[src/core/tarm_pkg.sv]
`default_nettype none

package tarm_pkg;

  // Clock and time base
  localparam int CLK_PERIOD_PS  = 4000;  // Period of ref_clk in ps
  localparam int US_NS          = 1000;  // One microsecond in ns
  localparam int US_CYCLES      = (US_NS * 1000) / CLK_PERIOD_PS;
  localparam int US_CNT_W       = 8;     // Width of the microsecond counter

  // Trigger bus pulse width
  localparam int PULSE_WIDTH_NS = 1000;  // Pulse width in ns
  localparam int PULSE_CYCLES   = (PULSE_WIDTH_NS * 1000) / CLK_PERIOD_PS;
  localparam int PULSE_CNT_W    = 8;     // Width of the pulse counter

  // Bus and setting widths
  localparam int BUS_LINES      = 8;     // Trigger bus lines
  localparam int SEL_W          = 5;     // Arm origin code width
  localparam int REPEAT_W       = 31;    // Arm repeat total width
  localparam int DELAY_W        = 32;    // Arm delay width in microseconds

  // Arm origin codes
  localparam logic [SEL_W-1:0] SEL_IMMEDIATE = 5'h00;
  localparam logic [SEL_W-1:0] SEL_PATTERN   = 5'h01;
  localparam logic [SEL_W-1:0] SEL_RISE_BASE = 5'h02;
  localparam logic [SEL_W-1:0] SEL_FALL_BASE = 5'h0A;
  localparam logic [SEL_W-1:0] SEL_LAST      = 5'h11;

  // Values after reset
  localparam logic [SEL_W-1:0]    ARM_SEL_RST    = SEL_IMMEDIATE;
  localparam logic [REPEAT_W-1:0] ARM_REPEAT_RST = 31'h00000001;
  localparam logic [DELAY_W-1:0]  ARM_DELAY_RST  = 32'h00000000;

  // Layers of the trigger state machine
  typedef enum logic [1:0] {
    ST_IDLE,
    ST_ARM,
    ST_DELAY,
    ST_TRIGGER_LAYER
  } tarm_state_t;

endpackage : tarm_pkg

`default_nettype wire

[src/core/tarm_pulse_gen.sv]
`default_nettype none

module tarm_pulse_gen
  import tarm_pkg::*;
(
  // Clock and reset
  input  wire logic ref_clk,
  input  wire logic arst_n,
  // Request
  input  wire logic pulseStart,
  // Pin drive
  output var  logic pinOut,
  output var  logic pinOe_n
);

  localparam logic [PULSE_CNT_W-1:0] CntLast =
    PULSE_CNT_W'(PULSE_CYCLES - 1);

  logic                   active_ff;   // Pulse in progress
  logic                   nxt_active;
  logic [PULSE_CNT_W-1:0] cnt_ff;      // Cycles of the pulse so far
  logic [PULSE_CNT_W-1:0] nxt_cnt;

  // Next pulse state
  always_comb begin
    nxt_active = active_ff;
    nxt_cnt    = cnt_ff;
    if (active_ff) begin
      // A new request is ignored while the pulse runs
      if (cnt_ff == CntLast) begin
        nxt_active = 1'b0;
        nxt_cnt    = '0;
      end else begin
        nxt_cnt = cnt_ff + PULSE_CNT_W'(1);
      end
    end else if (pulseStart) begin
      nxt_active = 1'b1;
      nxt_cnt    = '0;
    end
  end

  // Pulse registers
  always_ff @(posedge ref_clk or negedge arst_n) begin
    if (!arst_n) begin
      active_ff <= 1'b0;
      cnt_ff    <= '0;
      pinOut    <= 1'b0;
      pinOe_n   <= 1'b1;
    end else begin
      active_ff <= nxt_active;
      cnt_ff    <= nxt_cnt;
      pinOut    <= nxt_active;
      pinOe_n   <= ~nxt_active;
    end
  end

  localparam int PulseHold = PULSE_CYCLES - 1;

  property p_pulse_width;
    @(posedge ref_clk) disable iff (!arst_n)
      $rose(pinOut) |-> ##PulseHold pinOut ##1 !pinOut;
  endproperty
  a_pulse_width: assert property (p_pulse_width)
    else $error("Trigger bus pulse width wrong");

  property p_no_retrigger;
    @(posedge ref_clk) disable iff (!arst_n)
      pinOut && pulseStart && cnt_ff != CntLast |=> pinOut && !$rose(pinOut)
        && cnt_ff == $past(cnt_ff) + PULSE_CNT_W'(1);
  endproperty
  a_no_retrigger: assert property (p_no_retrigger)
    else $error("Pulse restarted while active");

  property p_drive_enable;
    @(posedge ref_clk) disable iff (!arst_n)
      pinOe_n == !pinOut;
  endproperty
  a_drive_enable: assert property (p_drive_enable)
    else $error("Output enable disagrees with pulse");

endmodule : tarm_pulse_gen

`default_nettype wire

[src/core/tarm_arm_layer_ctrl.sv]
`default_nettype none

// Functional notes
// - Eight-bit mask pulses each selected bus line
// - Each emitted bus pulse lasts one microsecond
// - Repeat total zero means re-arm forever
// - Wait for arm events repeat-total times
// - Full trigger layer runs after each arm
// - Arm delay microseconds, resets to zero
// - Arm delay elapses before entering trigger layer; immediate origin skips it
// - Delay rounds to nearest whole sample period
// - Origin codes 0..17, immediate after reset
// - Immediate origin bypasses the arm layer
// - Pattern origin accepts combined arm events
// - Rising edge origin arms on low-to-high
// - Falling edge origin arms on high-to-low
// - Repeat total resets to one
module tarm_arm_layer_ctrl
  import tarm_pkg::*;
#(
  parameter int LINES = BUS_LINES
) (
  // Clock and reset
  input  wire logic                ref_clk,
  input  wire logic                arst_n,
  // Settings from software
  input  wire logic                cfgLoad,
  input  wire logic [REPEAT_W-1:0] arm_repeat_total,
  input  wire logic [SEL_W-1:0]    arm_origin_select,
  input  wire logic [DELAY_W-1:0]  armDelayUs,
  input  wire logic [DELAY_W-1:0]  samplePeriodUs,
  // Bus pulse request
  input  wire logic                pulseReq,
  input  wire logic [LINES-1:0]    bus_line_pulse_mask,
  // Sequence control
  input  wire logic                initiate,
  input  wire logic                patternArmEvent,
  input  wire logic                trigLayerDone,
  // Trigger bus pins
  input  wire logic [LINES-1:0]    trigBusIn,
  output var  logic [LINES-1:0]    trigBusOut,
  output var  logic [LINES-1:0]    trigBusOe_n,
  // Status
  output var  logic                armLayerActive,
  output var  logic                armDelayActive,
  output var  logic                trigger_layer,
  output var  logic                sequenceDone,
  output var  logic [REPEAT_W-1:0] armsCompleted
);

  // Settings held by the block
  logic [REPEAT_W-1:0] armRepeat_ff;   // Arm repeat total
  logic [REPEAT_W-1:0] nxt_armRepeat;
  logic [SEL_W-1:0]    armSel_ff;      // Arm origin code
  logic [SEL_W-1:0]    nxt_armSel;
  logic [DELAY_W-1:0]  armDelay_ff;    // Arm delay in microseconds
  logic [DELAY_W-1:0]  nxt_armDelay;

  // Trigger bus input synchroniser stages
  logic [LINES-1:0]    syncA_ff;       // First stage
  logic [LINES-1:0]    syncB_ff;       // Second stage
  logic [LINES-1:0]    syncC_ff;       // Previous value for edges
  logic [LINES-1:0]    lineRise;       // Low-to-high seen per line
  logic [LINES-1:0]    lineFall;       // High-to-low seen per line
  logic                armEvent;       // Arm event from chosen origin

  // Sequencer state
  tarm_state_t         state_ff;
  tarm_state_t         nxt_state;
  logic [REPEAT_W-1:0] armsDone_ff;    // Arm events taken this sequence
  logic [REPEAT_W-1:0] nxt_armsDone;
  logic                seqDone_ff;     // One-cycle end of sequence
  logic                nxt_seqDone;
  logic                moreArms;       // Another arm pass is due

  // Delay timing
  logic [DELAY_W:0]    rem_ff;         // Rounded delay still to run
  logic [DELAY_W:0]    nxt_rem;
  logic [DELAY_W-1:0]  perCnt_ff;      // Microseconds into this period
  logic [DELAY_W-1:0]  nxt_perCnt;
  logic [US_CNT_W-1:0] usCnt_ff;       // Cycles into this microsecond
  logic [US_CNT_W-1:0] nxt_usCnt;
  logic                usTick;         // Last cycle of a microsecond
  logic                delayOver;      // Less than one period left

  localparam logic [US_CNT_W-1:0] UsLast = US_CNT_W'(US_CYCLES - 1);

  // Next settings on a load strobe
  always_comb begin
    nxt_armRepeat = armRepeat_ff;
    nxt_armSel    = armSel_ff;
    nxt_armDelay  = armDelay_ff;
    if (cfgLoad) begin
      nxt_armRepeat = arm_repeat_total;
      nxt_armSel    = arm_origin_select;
      nxt_armDelay  = armDelayUs;
    end
  end

  // Setting registers
  always_ff @(posedge ref_clk or negedge arst_n) begin
    if (!arst_n) begin
      armRepeat_ff <= ARM_REPEAT_RST;
      armSel_ff    <= ARM_SEL_RST;
      armDelay_ff  <= ARM_DELAY_RST;
    end else begin
      armRepeat_ff <= nxt_armRepeat;
      armSel_ff    <= nxt_armSel;
      armDelay_ff  <= nxt_armDelay;
    end
  end

  // Three stages per line; the second and third stages feed edge logic
  always_ff @(posedge ref_clk or negedge arst_n) begin
    if (!arst_n) begin
      syncA_ff <= '0;
      syncB_ff <= '0;
      syncC_ff <= '0;
    end else begin
      syncA_ff <= trigBusIn;
      syncB_ff <= syncA_ff;
      syncC_ff <= syncB_ff;
    end
  end

  // Per-line edge detectors and pulse generators
  for (genvar k = 0; k < LINES; k++) begin : g_line
    assign lineRise[k] = syncB_ff[k] & ~syncC_ff[k];
    assign lineFall[k] = ~syncB_ff[k] & syncC_ff[k];

    tarm_pulse_gen u_pulse (
      .ref_clk    (ref_clk),
      .arst_n     (arst_n),
      .pulseStart (pulseReq & bus_line_pulse_mask[k]),
      .pinOut     (trigBusOut[k]),
      .pinOe_n    (trigBusOe_n[k])
    );
  end

  // Arm event from the chosen origin; codes above the last never arm
  always_comb begin
    armEvent = 1'b0;
    if (armSel_ff == SEL_PATTERN) begin
      armEvent = patternArmEvent;
    end else if (armSel_ff >= SEL_RISE_BASE && armSel_ff < SEL_FALL_BASE) begin
      armEvent = lineRise[3'(armSel_ff - SEL_RISE_BASE)];
    end else if (armSel_ff >= SEL_FALL_BASE && armSel_ff <= SEL_LAST) begin
      armEvent = lineFall[3'(armSel_ff - SEL_FALL_BASE)];
    end
  end

  // Time base and rounded-period comparison
  assign usTick    = (usCnt_ff == UsLast);
  assign delayOver = (samplePeriodUs == '0) ||
                     (rem_ff < {1'b0, samplePeriodUs});
  assign moreArms  = (armRepeat_ff == '0) ||
                     (armsDone_ff < armRepeat_ff);

  // Next sequencer and delay state
  always_comb begin
    nxt_state    = state_ff;
    nxt_armsDone = armsDone_ff;
    nxt_seqDone  = 1'b0;
    nxt_rem      = rem_ff;
    nxt_perCnt   = perCnt_ff;
    nxt_usCnt    = usCnt_ff;
    unique case (state_ff)
      // Initial layer: wait for the sequence to be started
      ST_IDLE: begin
        if (initiate) begin
          if (armSel_ff == SEL_IMMEDIATE) begin
            nxt_state    = ST_TRIGGER_LAYER;
            nxt_armsDone = REPEAT_W'(1);
          end else begin
            nxt_state    = ST_ARM;
            nxt_armsDone = '0;
          end
        end
      end
      // Arm layer: wait for one arm event
      ST_ARM: begin
        if (armEvent) begin
          nxt_state    = ST_DELAY;
          nxt_armsDone = armsDone_ff + REPEAT_W'(1);
          // Adding half a period rounds to the nearest period
          nxt_rem      = {1'b0, armDelay_ff} +
                         {2'b00, samplePeriodUs[DELAY_W-1:1]};
          nxt_perCnt   = '0;
          nxt_usCnt    = '0;
        end
      end
      // Arm delay: run whole sample periods
      ST_DELAY: begin
        if (delayOver) begin
          nxt_state = ST_TRIGGER_LAYER;
        end else begin
          nxt_usCnt = usTick ? '0 : usCnt_ff + US_CNT_W'(1);
          if (usTick) begin
            if (perCnt_ff == samplePeriodUs - DELAY_W'(1)) begin
              nxt_perCnt = '0;
              nxt_rem    = rem_ff - {1'b0, samplePeriodUs};
            end else begin
              nxt_perCnt = perCnt_ff + DELAY_W'(1);
            end
          end
        end
      end
      // Trigger layer: wait until all trigger counts are done
      ST_TRIGGER_LAYER: begin
        if (trigLayerDone) begin
          if (!moreArms) begin
            nxt_state   = ST_IDLE;
            nxt_seqDone = 1'b1;
          end else if (armSel_ff == SEL_IMMEDIATE) begin
            nxt_state    = ST_TRIGGER_LAYER;
            nxt_armsDone = armsDone_ff + REPEAT_W'(1);
          end else begin
            nxt_state = ST_ARM;
          end
        end
      end
    endcase
  end

  // Sequencer registers and status outputs
  always_ff @(posedge ref_clk or negedge arst_n) begin
    if (!arst_n) begin
      state_ff       <= ST_IDLE;
      armsDone_ff    <= '0;
      seqDone_ff     <= 1'b0;
      rem_ff         <= '0;
      perCnt_ff      <= '0;
      usCnt_ff       <= '0;
      armLayerActive <= 1'b0;
      armDelayActive <= 1'b0;
      trigger_layer  <= 1'b0;
      sequenceDone   <= 1'b0;
      armsCompleted  <= '0;
    end else begin
      state_ff       <= nxt_state;
      armsDone_ff    <= nxt_armsDone;
      seqDone_ff     <= nxt_seqDone;
      rem_ff         <= nxt_rem;
      perCnt_ff      <= nxt_perCnt;
      usCnt_ff       <= nxt_usCnt;
      armLayerActive <= (nxt_state == ST_ARM);
      armDelayActive <= (nxt_state == ST_DELAY);
      trigger_layer  <= (nxt_state == ST_TRIGGER_LAYER);
      sequenceDone   <= nxt_seqDone;
      armsCompleted  <= nxt_armsDone;
    end
  end

  property p_mask_pulses;
    @(posedge ref_clk) disable iff (!arst_n)
      pulseReq && (trigBusOut & bus_line_pulse_mask) == '0 |=>
        (trigBusOut & $past(bus_line_pulse_mask)) ==
        $past(bus_line_pulse_mask);
  endproperty
  a_mask_pulses: assert property (p_mask_pulses)
    else $error("Masked bus line did not pulse");

  property p_immediate_skip;
    @(posedge ref_clk) disable iff (!arst_n)
      state_ff == ST_IDLE && initiate && armSel_ff == SEL_IMMEDIATE |=>
        state_ff == ST_TRIGGER_LAYER && trigger_layer && !armLayerActive;
  endproperty
  a_immediate_skip: assert property (p_immediate_skip)
    else $error("Immediate origin did not skip arm layer");

  property p_rise_arm;
    @(posedge ref_clk) disable iff (!arst_n)
      state_ff == ST_ARM && armSel_ff == SEL_RISE_BASE &&
        syncB_ff[0] && !syncC_ff[0] |=> state_ff == ST_DELAY;
  endproperty
  a_rise_arm: assert property (p_rise_arm)
    else $error("Rising edge on line 0 did not arm");

  property p_fall_arm;
    @(posedge ref_clk) disable iff (!arst_n)
      state_ff == ST_ARM && armSel_ff == SEL_LAST &&
        !syncB_ff[7] && syncC_ff[7] |=> state_ff == ST_DELAY;
  endproperty
  a_fall_arm: assert property (p_fall_arm)
    else $error("Falling edge on line 7 did not arm");

  property p_single_event;
    @(posedge ref_clk) disable iff (!arst_n)
      armEvent && armSel_ff >= SEL_RISE_BASE && $stable(armSel_ff) |=>
        !armEvent;
  endproperty
  a_single_event: assert property (p_single_event)
    else $error("Edge produced a multi-cycle arm event");

  property p_zero_delay;
    @(posedge ref_clk) disable iff (!arst_n)
      state_ff == ST_ARM && armEvent && armDelay_ff == '0 &&
        samplePeriodUs != '0 |=> state_ff == ST_DELAY ##1 trigger_layer;
  endproperty
  a_zero_delay: assert property (p_zero_delay)
    else $error("Delay under half a period was applied");

  property p_delay_holds;
    @(posedge ref_clk) disable iff (!arst_n)
      state_ff == ST_DELAY && !delayOver |=> !trigger_layer;
  endproperty
  a_delay_holds: assert property (p_delay_holds)
    else $error("Trigger layer entered before arm delay");

  property p_finish;
    @(posedge ref_clk) disable iff (!arst_n)
      state_ff == ST_TRIGGER_LAYER && trigLayerDone && armRepeat_ff != '0 &&
        armsDone_ff >= armRepeat_ff |=> state_ff == ST_IDLE && sequenceDone;
  endproperty
  a_finish: assert property (p_finish)
    else $error("Sequence did not end after last arm");

  property p_rearm;
    @(posedge ref_clk) disable iff (!arst_n)
      state_ff == ST_TRIGGER_LAYER && trigLayerDone && armSel_ff != SEL_IMMEDIATE &&
        (armRepeat_ff == '0 || armsDone_ff < armRepeat_ff) |=>
        armLayerActive && !sequenceDone;
  endproperty
  a_rearm: assert property (p_rearm)
    else $error("Machine did not return to arm layer");

  property p_reset_settings;
    @(posedge ref_clk)
      $rose(arst_n) |-> armRepeat_ff == ARM_REPEAT_RST &&
        armDelay_ff == ARM_DELAY_RST && armSel_ff == ARM_SEL_RST &&
        state_ff == ST_IDLE;
  endproperty
  a_reset_settings: assert property (p_reset_settings)
    else $error("Settings wrong after reset");

endmodule : tarm_arm_layer_ctrl

`default_nettype wire

[config.mk]
export PLATFORM = sky130hd
export DESIGN_NAME = tarm_arm_layer_ctrl
export DESIGN_NICKNAME = d
export VERILOG_FILES = /design/src/core/tarm_pkg.sv /design/src/core/tarm_pulse_gen.sv /design/src/core/tarm_arm_layer_ctrl.sv
export SDC_FILE = /design/constraint.sdc
export NUM_CORES = 1
export LEC_CHECK = 0
export ABC_CLOCK_PERIOD_IN_PS = 5500
export BUFFER_PORTS_ARGS = -buffer_cell sky130_fd_sc_hd__buf_2
export CAP_MARGIN = 40
export CORE_AREA = 4 4 205 207
export CTS_BUF_LIST = sky130_fd_sc_hd__clkbuf_8
export DETAILED_ROUTE_END_ITERATION = 7
export DIE_AREA = 0 0 209 211
export REMOVE_ABC_BUFFERS = 1
export SYNTH_ARGS = -nofsm -noshare
export SYNTH_HDL_FRONTEND = slang
export SYNTH_SLANG_ARGS = --single-unit
export TNS_END_PERCENT = 1
[constraint.sdc]
create_clock -name ref_clk -period 5.5 [get_ports ref_clk]
set_input_delay 0.275 -clock ref_clk [delete_from_list [all_inputs] [get_ports ref_clk]]
set_output_delay 0.275 -clock ref_clk [all_outputs]
set_load 0.005 [all_outputs]
-- After elaboration in Yosys (flattened, before gate mapping)
Index checks and enable logic that the tools add are counted.
- bits in registers: 282
- input port bits: 123
- output and inout bits: 51
- add/subtract/negate cells: 16
- $lt $le $gt $ge: 8
- equality and inequality tests: 25
- muxes and demuxes: 86
- bitwise logic cells: 48
- reduce and logical (&&, ||, !) cells: 22
- operators with widths (cell ; count):
    8-bit 2-to-1 mux ; 27
    31-bit 2-to-1 mux ; 5
    33-bit 2-to-1 mux ; 4
    32-bit 2-to-1 mux ; 4
    31-bit one-hot mux with 3 select lines ; 1
    8-bit by 1-bit adder with 8-bit output (second input constant) ; 9
    8-bit equality test (second input constant) ; 9
    33-bit one-hot mux with 2 select lines ; 1
    32-bit one-hot mux with 2 select lines ; 1
    32-bit by 31-bit adder with 33-bit output ; 1
    33-bit by 32-bit less-than comparator with 1-bit output ; 1
    1-bit 2-to-1 mux ; 33
    33-bit by 32-bit subtractor with 33-bit output ; 1
    32-bit by 1-bit adder with 32-bit output (second input constant) ; 1
    32-bit equality test ; 1
    32-bit zero test ; 1
    32-bit by 1-bit subtractor with 32-bit output (second input constant) ; 1
    31-bit by 1-bit adder with 31-bit output (second input constant) ; 1
    31-bit zero test ; 1
    31-bit less-than comparator ; 1
    1-bit AND ; 24
    1-bit inverter ; 24
    2-bit nonzero test ; 9
    2-bit != test (second input constant) ; 8
    other kinds (22) ; 36

-- Logic depth before layout (Yosys ltp)
- word-level depth: 10
- depth in mapped cells: 14
- gate-level depth less buffers: 13

-- Modules after synthesis
A second synthesis with hierarchy kept.
- cell total of the unflattened synthesis: 2167
- area total of the unflattened synthesis: 19535.0 um^2
- modules (own cells, without submodules) (module ; instances ; cells an instance ; area an instance (um^2)):
    tarm_arm_layer_ctrl ; 1 ; 1730 ; 15275.9
    tarm_pulse_gen at g_line[0].u_pulse ... ; 7 ; 55 ; 534.3
    tarm_pulse_gen at g_line[7].u_pulse ; 1 ; 52 ; 519.2

-- Worst setup path before layout
Ideal clock, no wire load.
- path kind: input to register
- start point: input samplePeriodUs[6]
- end point: register rem_ff[31]
- setup time: 0.134 ns
- data arrival time: 3.216 ns
- path slack: 2.149 ns
- cell stages on the path: 13
- buffers on the path: 1
- cell sequence: clkbuf_1 inv_1 ha_1 a21o_1 a311o_1 a21oi_1 o21ai_0 a2111oi_0 nor2_1 a31oi_1 mux2_2 nor4_1 nor3_1
- word-level cells in the longest chain between the ends: 5
- ends and longest elaborated chain (what ; RTL line ; source):
    start: declaration ; tarm_arm_layer_ctrl.sv:31 ; input wire logic [DELAY_W-1:0] samplePeriodUs,
    parallel branches: the longest is 5 deep, another holds 32-bit by 1-bit subtractor with 32-bit output ; - ;
    end signal: assignment ; tarm_arm_layer_ctrl.sv:243 ; rem_ff <= nxt_rem;
    end: declaration ; tarm_arm_layer_ctrl.sv:77 ; logic [DELAY_W:0] rem_ff;
Several ways; the timed one is not identified. The select of a mux whose other input is x is not followed.
A chain may end at the register's enable or synchronous reset.

-- Final worst setup path
- start point: register rem_ff[1]
- end point: register rem_ff[31]
- word-level cells in the longest chain between the ends: 5
- ends and longest elaborated chain (what ; RTL line ; source):
    33-bit by 32-bit subtractor with 33-bit output ; tarm_arm_layer_ctrl.sv:201 ; nxt_rem = rem_ff - {1'b0, samplePeriodUs};
    33-bit 2-to-1 mux ; tarm_arm_layer_ctrl.sv:199 ; if (perCnt_ff == samplePeriodUs - DELAY_W'(1)) begin
    33-bit 2-to-1 mux ; tarm_arm_layer_ctrl.sv:198 ; if (usTick) begin
    33-bit 2-to-1 mux ; tarm_arm_layer_ctrl.sv:194 ; if (delayOver) begin
    33-bit one-hot mux with 2 select lines ; tarm_arm_layer_ctrl.sv:167 ; unique case (state_ff)
Parallel ways exist; a longest one is shown, timed or not. The select of a mux whose other input is x is not followed.

==> impl_results.md <==
* Initial core utilization at 45.27%
* Data arrival, critical path at 4.50 ns
* Clock Tree Root: clkbuf_8
* # IOs at 174
* Die area at 44,100 um2
* Avg Cell Area, Syn at 8.699 um2
* Critical path capture point type: flop
* Area growth, synth to finish at 18.62%
* Maximum net fanout on the critical path at 4
* Hold Crit Start: pulseReq
* Vias in the first global route at 15,862
* DP Wirelength at 35,770 um
* TritonCTS clock tree: done
* Post-synth EDFFs at 0
* Hold WC Path Type: input port to flop
* Die Y-Extent at 211 um
* Ys async rst share at 100.0%
* Finished Layout Cells at 2,913
* RD Place Congestion at 0.9002
* Mapped Cells at 2,101
* Initial antenna violation count at 2
* Layout cells sized above 1 at 14.80%
* Post-Synth Adder-Cell Area at 8.503%
* First-pass GRT wire length at 81,230 um
* Peak VDD IR at 0.2557 mV
* Largest net degree at the start of global routing at 117
* Routed wire length at 49,410 um
* Number of max-cap violations at 0
* Ys Warns at 0
* Post-synthesis sequential area ratio at 38.67%
* Setup TNS at 0 ns
* WP data required at 5.99 ns
* Synth cell types at 77
* Count of final hold-check violations at 0
* Die span in x at 209 um
* Routed Antenna Nets at 0
* Core area at 40,370 um2
* Worst setup path class: flop to flop
* # setup viols final at 0
* Pin slew with the least headroom to its limit at 0.9606 ns
* H-tree levels at 2
* Post-Synth XOR/XNOR Area at 5.463%
* Compound-cell area share of the yosys netlist at 19.48%
* Reg2reg start: rem_ff[1]$_DFFE_PN0P_
* Via count at 16,371
* Post-synth top area share at 37.38%
* Post-synth top flop: dfrtp_1
* Via/cell ratio at 5.620
* RSZ-0062 raised after global routing: no
* Tcrit/Tclk final at 72.97%
* Min Tclk post-route at 4.013 ns
* P per Cell Area at 359.6 nW/um2
* Total CTS buffers at 52
* Mux contribution to synthesized area at 3.026%
* Placed insts at 2,729
* Remaining DRCs at 0
* Max Buffers Root-to-Sink at 3
* # fillers at 3,768
* Status: finished, final reports clean
* Slew Limit Fails at 0
* Clock Latency Late Sink at 0.64 ns
* Synthesized area at 18,280 um2
* Clock Sinks at 282
* Largest family of logic cells by synthesized area: simple AND/OR/NAND/NOR gates
* Post-synthesis simple-gate area fraction at 20.03%
* Post-synth top area cell: dfrtp_1
* Critical path origin: rem_ff[1]$_DFFE_PN0P_
* Fmax at 0.2492 GHz
* CP Launch Type: flop
* Setup Skew at 0.04163 ns
* Static Leak at 9.871 nW
* Synthesis-stage register bit count at 282
* Normalized max-slew margin at 35.96%
* 1st-iter DRT viols at 983
* Final-stage net count at 2,583
* PortBufs at 173
* Top post-synthesis cells by area: dfrtp_1, ha_1, o21ai_0
* Clk slew on worst S/H paths at 0.06 ns
* Std-Cell Rows at 74
* Routed WL per cell at 16.96 um
* Drt pass-1 iters at 7
* Total GRT Usage at 22.09%
* Overflow after GRT at 0
-- cell usage in the layout (no fill, tap or decap), types with 14 or more instances in the layout --
master / Yosys / layout
a21o_1: 31 / 31
a21oi_1: 122 / 122
a31oi_1: 31 / 31
and2_1: 14 / 14
and3_1: 54 / 54
buf_2: 8 / 177
clkbuf_8: 0 / 66
dfrtp_1: 273 / 273
dlygate4sd3_1: 0 / 86
ha_1: 121 / 120
inv_1: 116 / 124
mux2_2: 40 / 40
nand2_1: 181 / 181
nand2b_1: 28 / 28
nand3_1: 52 / 52
nand4_1: 56 / 56
nor2_1: 180 / 180
nor2b_1: 31 / 31
nor3_1: 41 / 41
nor4_1: 29 / 29
o21a_1: 14 / 14
o21ai_0: 246 / 246
o31ai_1: 46 / 46
or4_1: 15 / 15
xnor2_1: 44 / 44
xor2_1: 70 / 70
-- per-layer routing --
layer	global-route usage, %	share of wire (%)	wire length, um	vias to the layer above
met5	0	0	0	-
met4	7.313	2.8	1405	0
met3	4.025	5.2	2550	86
met2	35.26	46	22610	379
met1	30.71	46	22850	7846
li1	-	-	-	8060
-- final cells by class --
class	count	area [um2]	share of cell area [%]
multi-input cells	1606	10340	47.68
inverters	116	435.4	2.008
well taps	532	665.6	3.070
clock buffers	66	908.4	4.190
clock inverters	30	356.6	1.645
diodes	2	5.005	0.02309
repair buffers	279	1903	8.778
flip-flops and latches	282	7068	32.60
-- metrics by stage --
stage	power [mW]	area [um2]	hold WS [ns]	setup WS, ns	util (%)
floorplan	4.495	17830	-0.02059	1.447	-
detailed placement	5.332	19550	0.3385	1.030	48.43
global placement	5.273	19510	0.3373	1.079	48.32
finish	7.797	21680	0.09728	1.487	53.70
global route	8.346	21680	0.07937	1.219	53.70
CTS	7.873	21670	0.02750	1.552	53.69
-- sequential cells by signal, summed over array words and instances (netlist names), 2 cells and up --
signal and cells:
syncA_ff 8, state_ff 2, g_line.u_pulse.pinOut 8, syncC_ff 8, rem_ff 33, syncB_ff 8
armSel_ff 5, usCnt_ff 8, armDelay_ff 32, perCnt_ff 32, armRepeat_ff 31, armsDone_ff 31
g_line.u_pulse.pinOe_n 8, g_line.u_pulse.cnt_ff 64
-- synthesized netlist by cell type (28+ instances only) --
master and number:
dfrtp_1 273, o21ai_0 246, nand2_1 181, nor2_1 180, a21oi_1 122, ha_1 121, inv_1 116, xor2_1 70
clkbuf_1 67, nand4_1 56, and3_1 54, nand3_1 52, o31ai_1 46, xnor2_1 44, nor3_1 41, mux2_2 40
a21o_1 31, a31oi_1 31, nor2b_1 31, nor4_1 29, nand2b_1 28
-- path summary, 6_finish.rpt --
| check | slack [ns] | depth (start not counted) | endpoint |
|---|---|---|---|
| min in group asynchronous | 0.33 | 2 | armRepeat_ff[13]$_DFFE_PN0P_ |
| max reg2reg | 1.49 | 11 | rem_ff[31]$_DFFE_PN0P_ |
| max in group asynchronous | 3.83 | 3 | rem_ff[18]$_DFFE_PN0P_ |
| max | 1.49 | 11 | rem_ff[31]$_DFFE_PN0P_ |
| min | 0.1 | 3 | g_line[7].u_pulse.pinOut$_DFF_PN0_ |
| min reg2reg | 0.35 | 0 | syncB_ff[7]$_DFF_PN0_ |
-- critical path: stages, from the launching register on --
cell and delay (ns):
dfrtp_1 0.39, ha_1 0.26, nor2b_1 0.14, o31a_1 0.27
o31ai_1 0.51, o21ai_0 0.38, a2111oi_0 0.71, nor2_1 0.18
a31oi_1 0.32, mux2_2 0.38, nor4_1 0.23, nor3_1 0.09
-- logic make-up after synthesis --
family                     count (synthesis)
and+or+nand+nor                          732
AOI/OAI and AO/OA                        588
DFF                                      282
buffers and inverters                    213
adders and majority gates                123
xor gates and xnor gates                 114
muxes                                     49
-- repair_timing --
action	CTS	global route
resized for setup	0	0
setup buffers	0	0
endpoints found under the hold margin	205	0
hold buffers	86	0
-- power breakdown --
group / leakage, nW / internal (mW) / total [mW] / switching (mW)
combinational: 5.71 / 1.15 / 2.92 / 1.77
clock: 0.681 / 1.46 / 2.42 / 0.960
sequential: 3.48 / 2.30 / 2.46 / 0.160
Power figures use the tool's default switching activity.
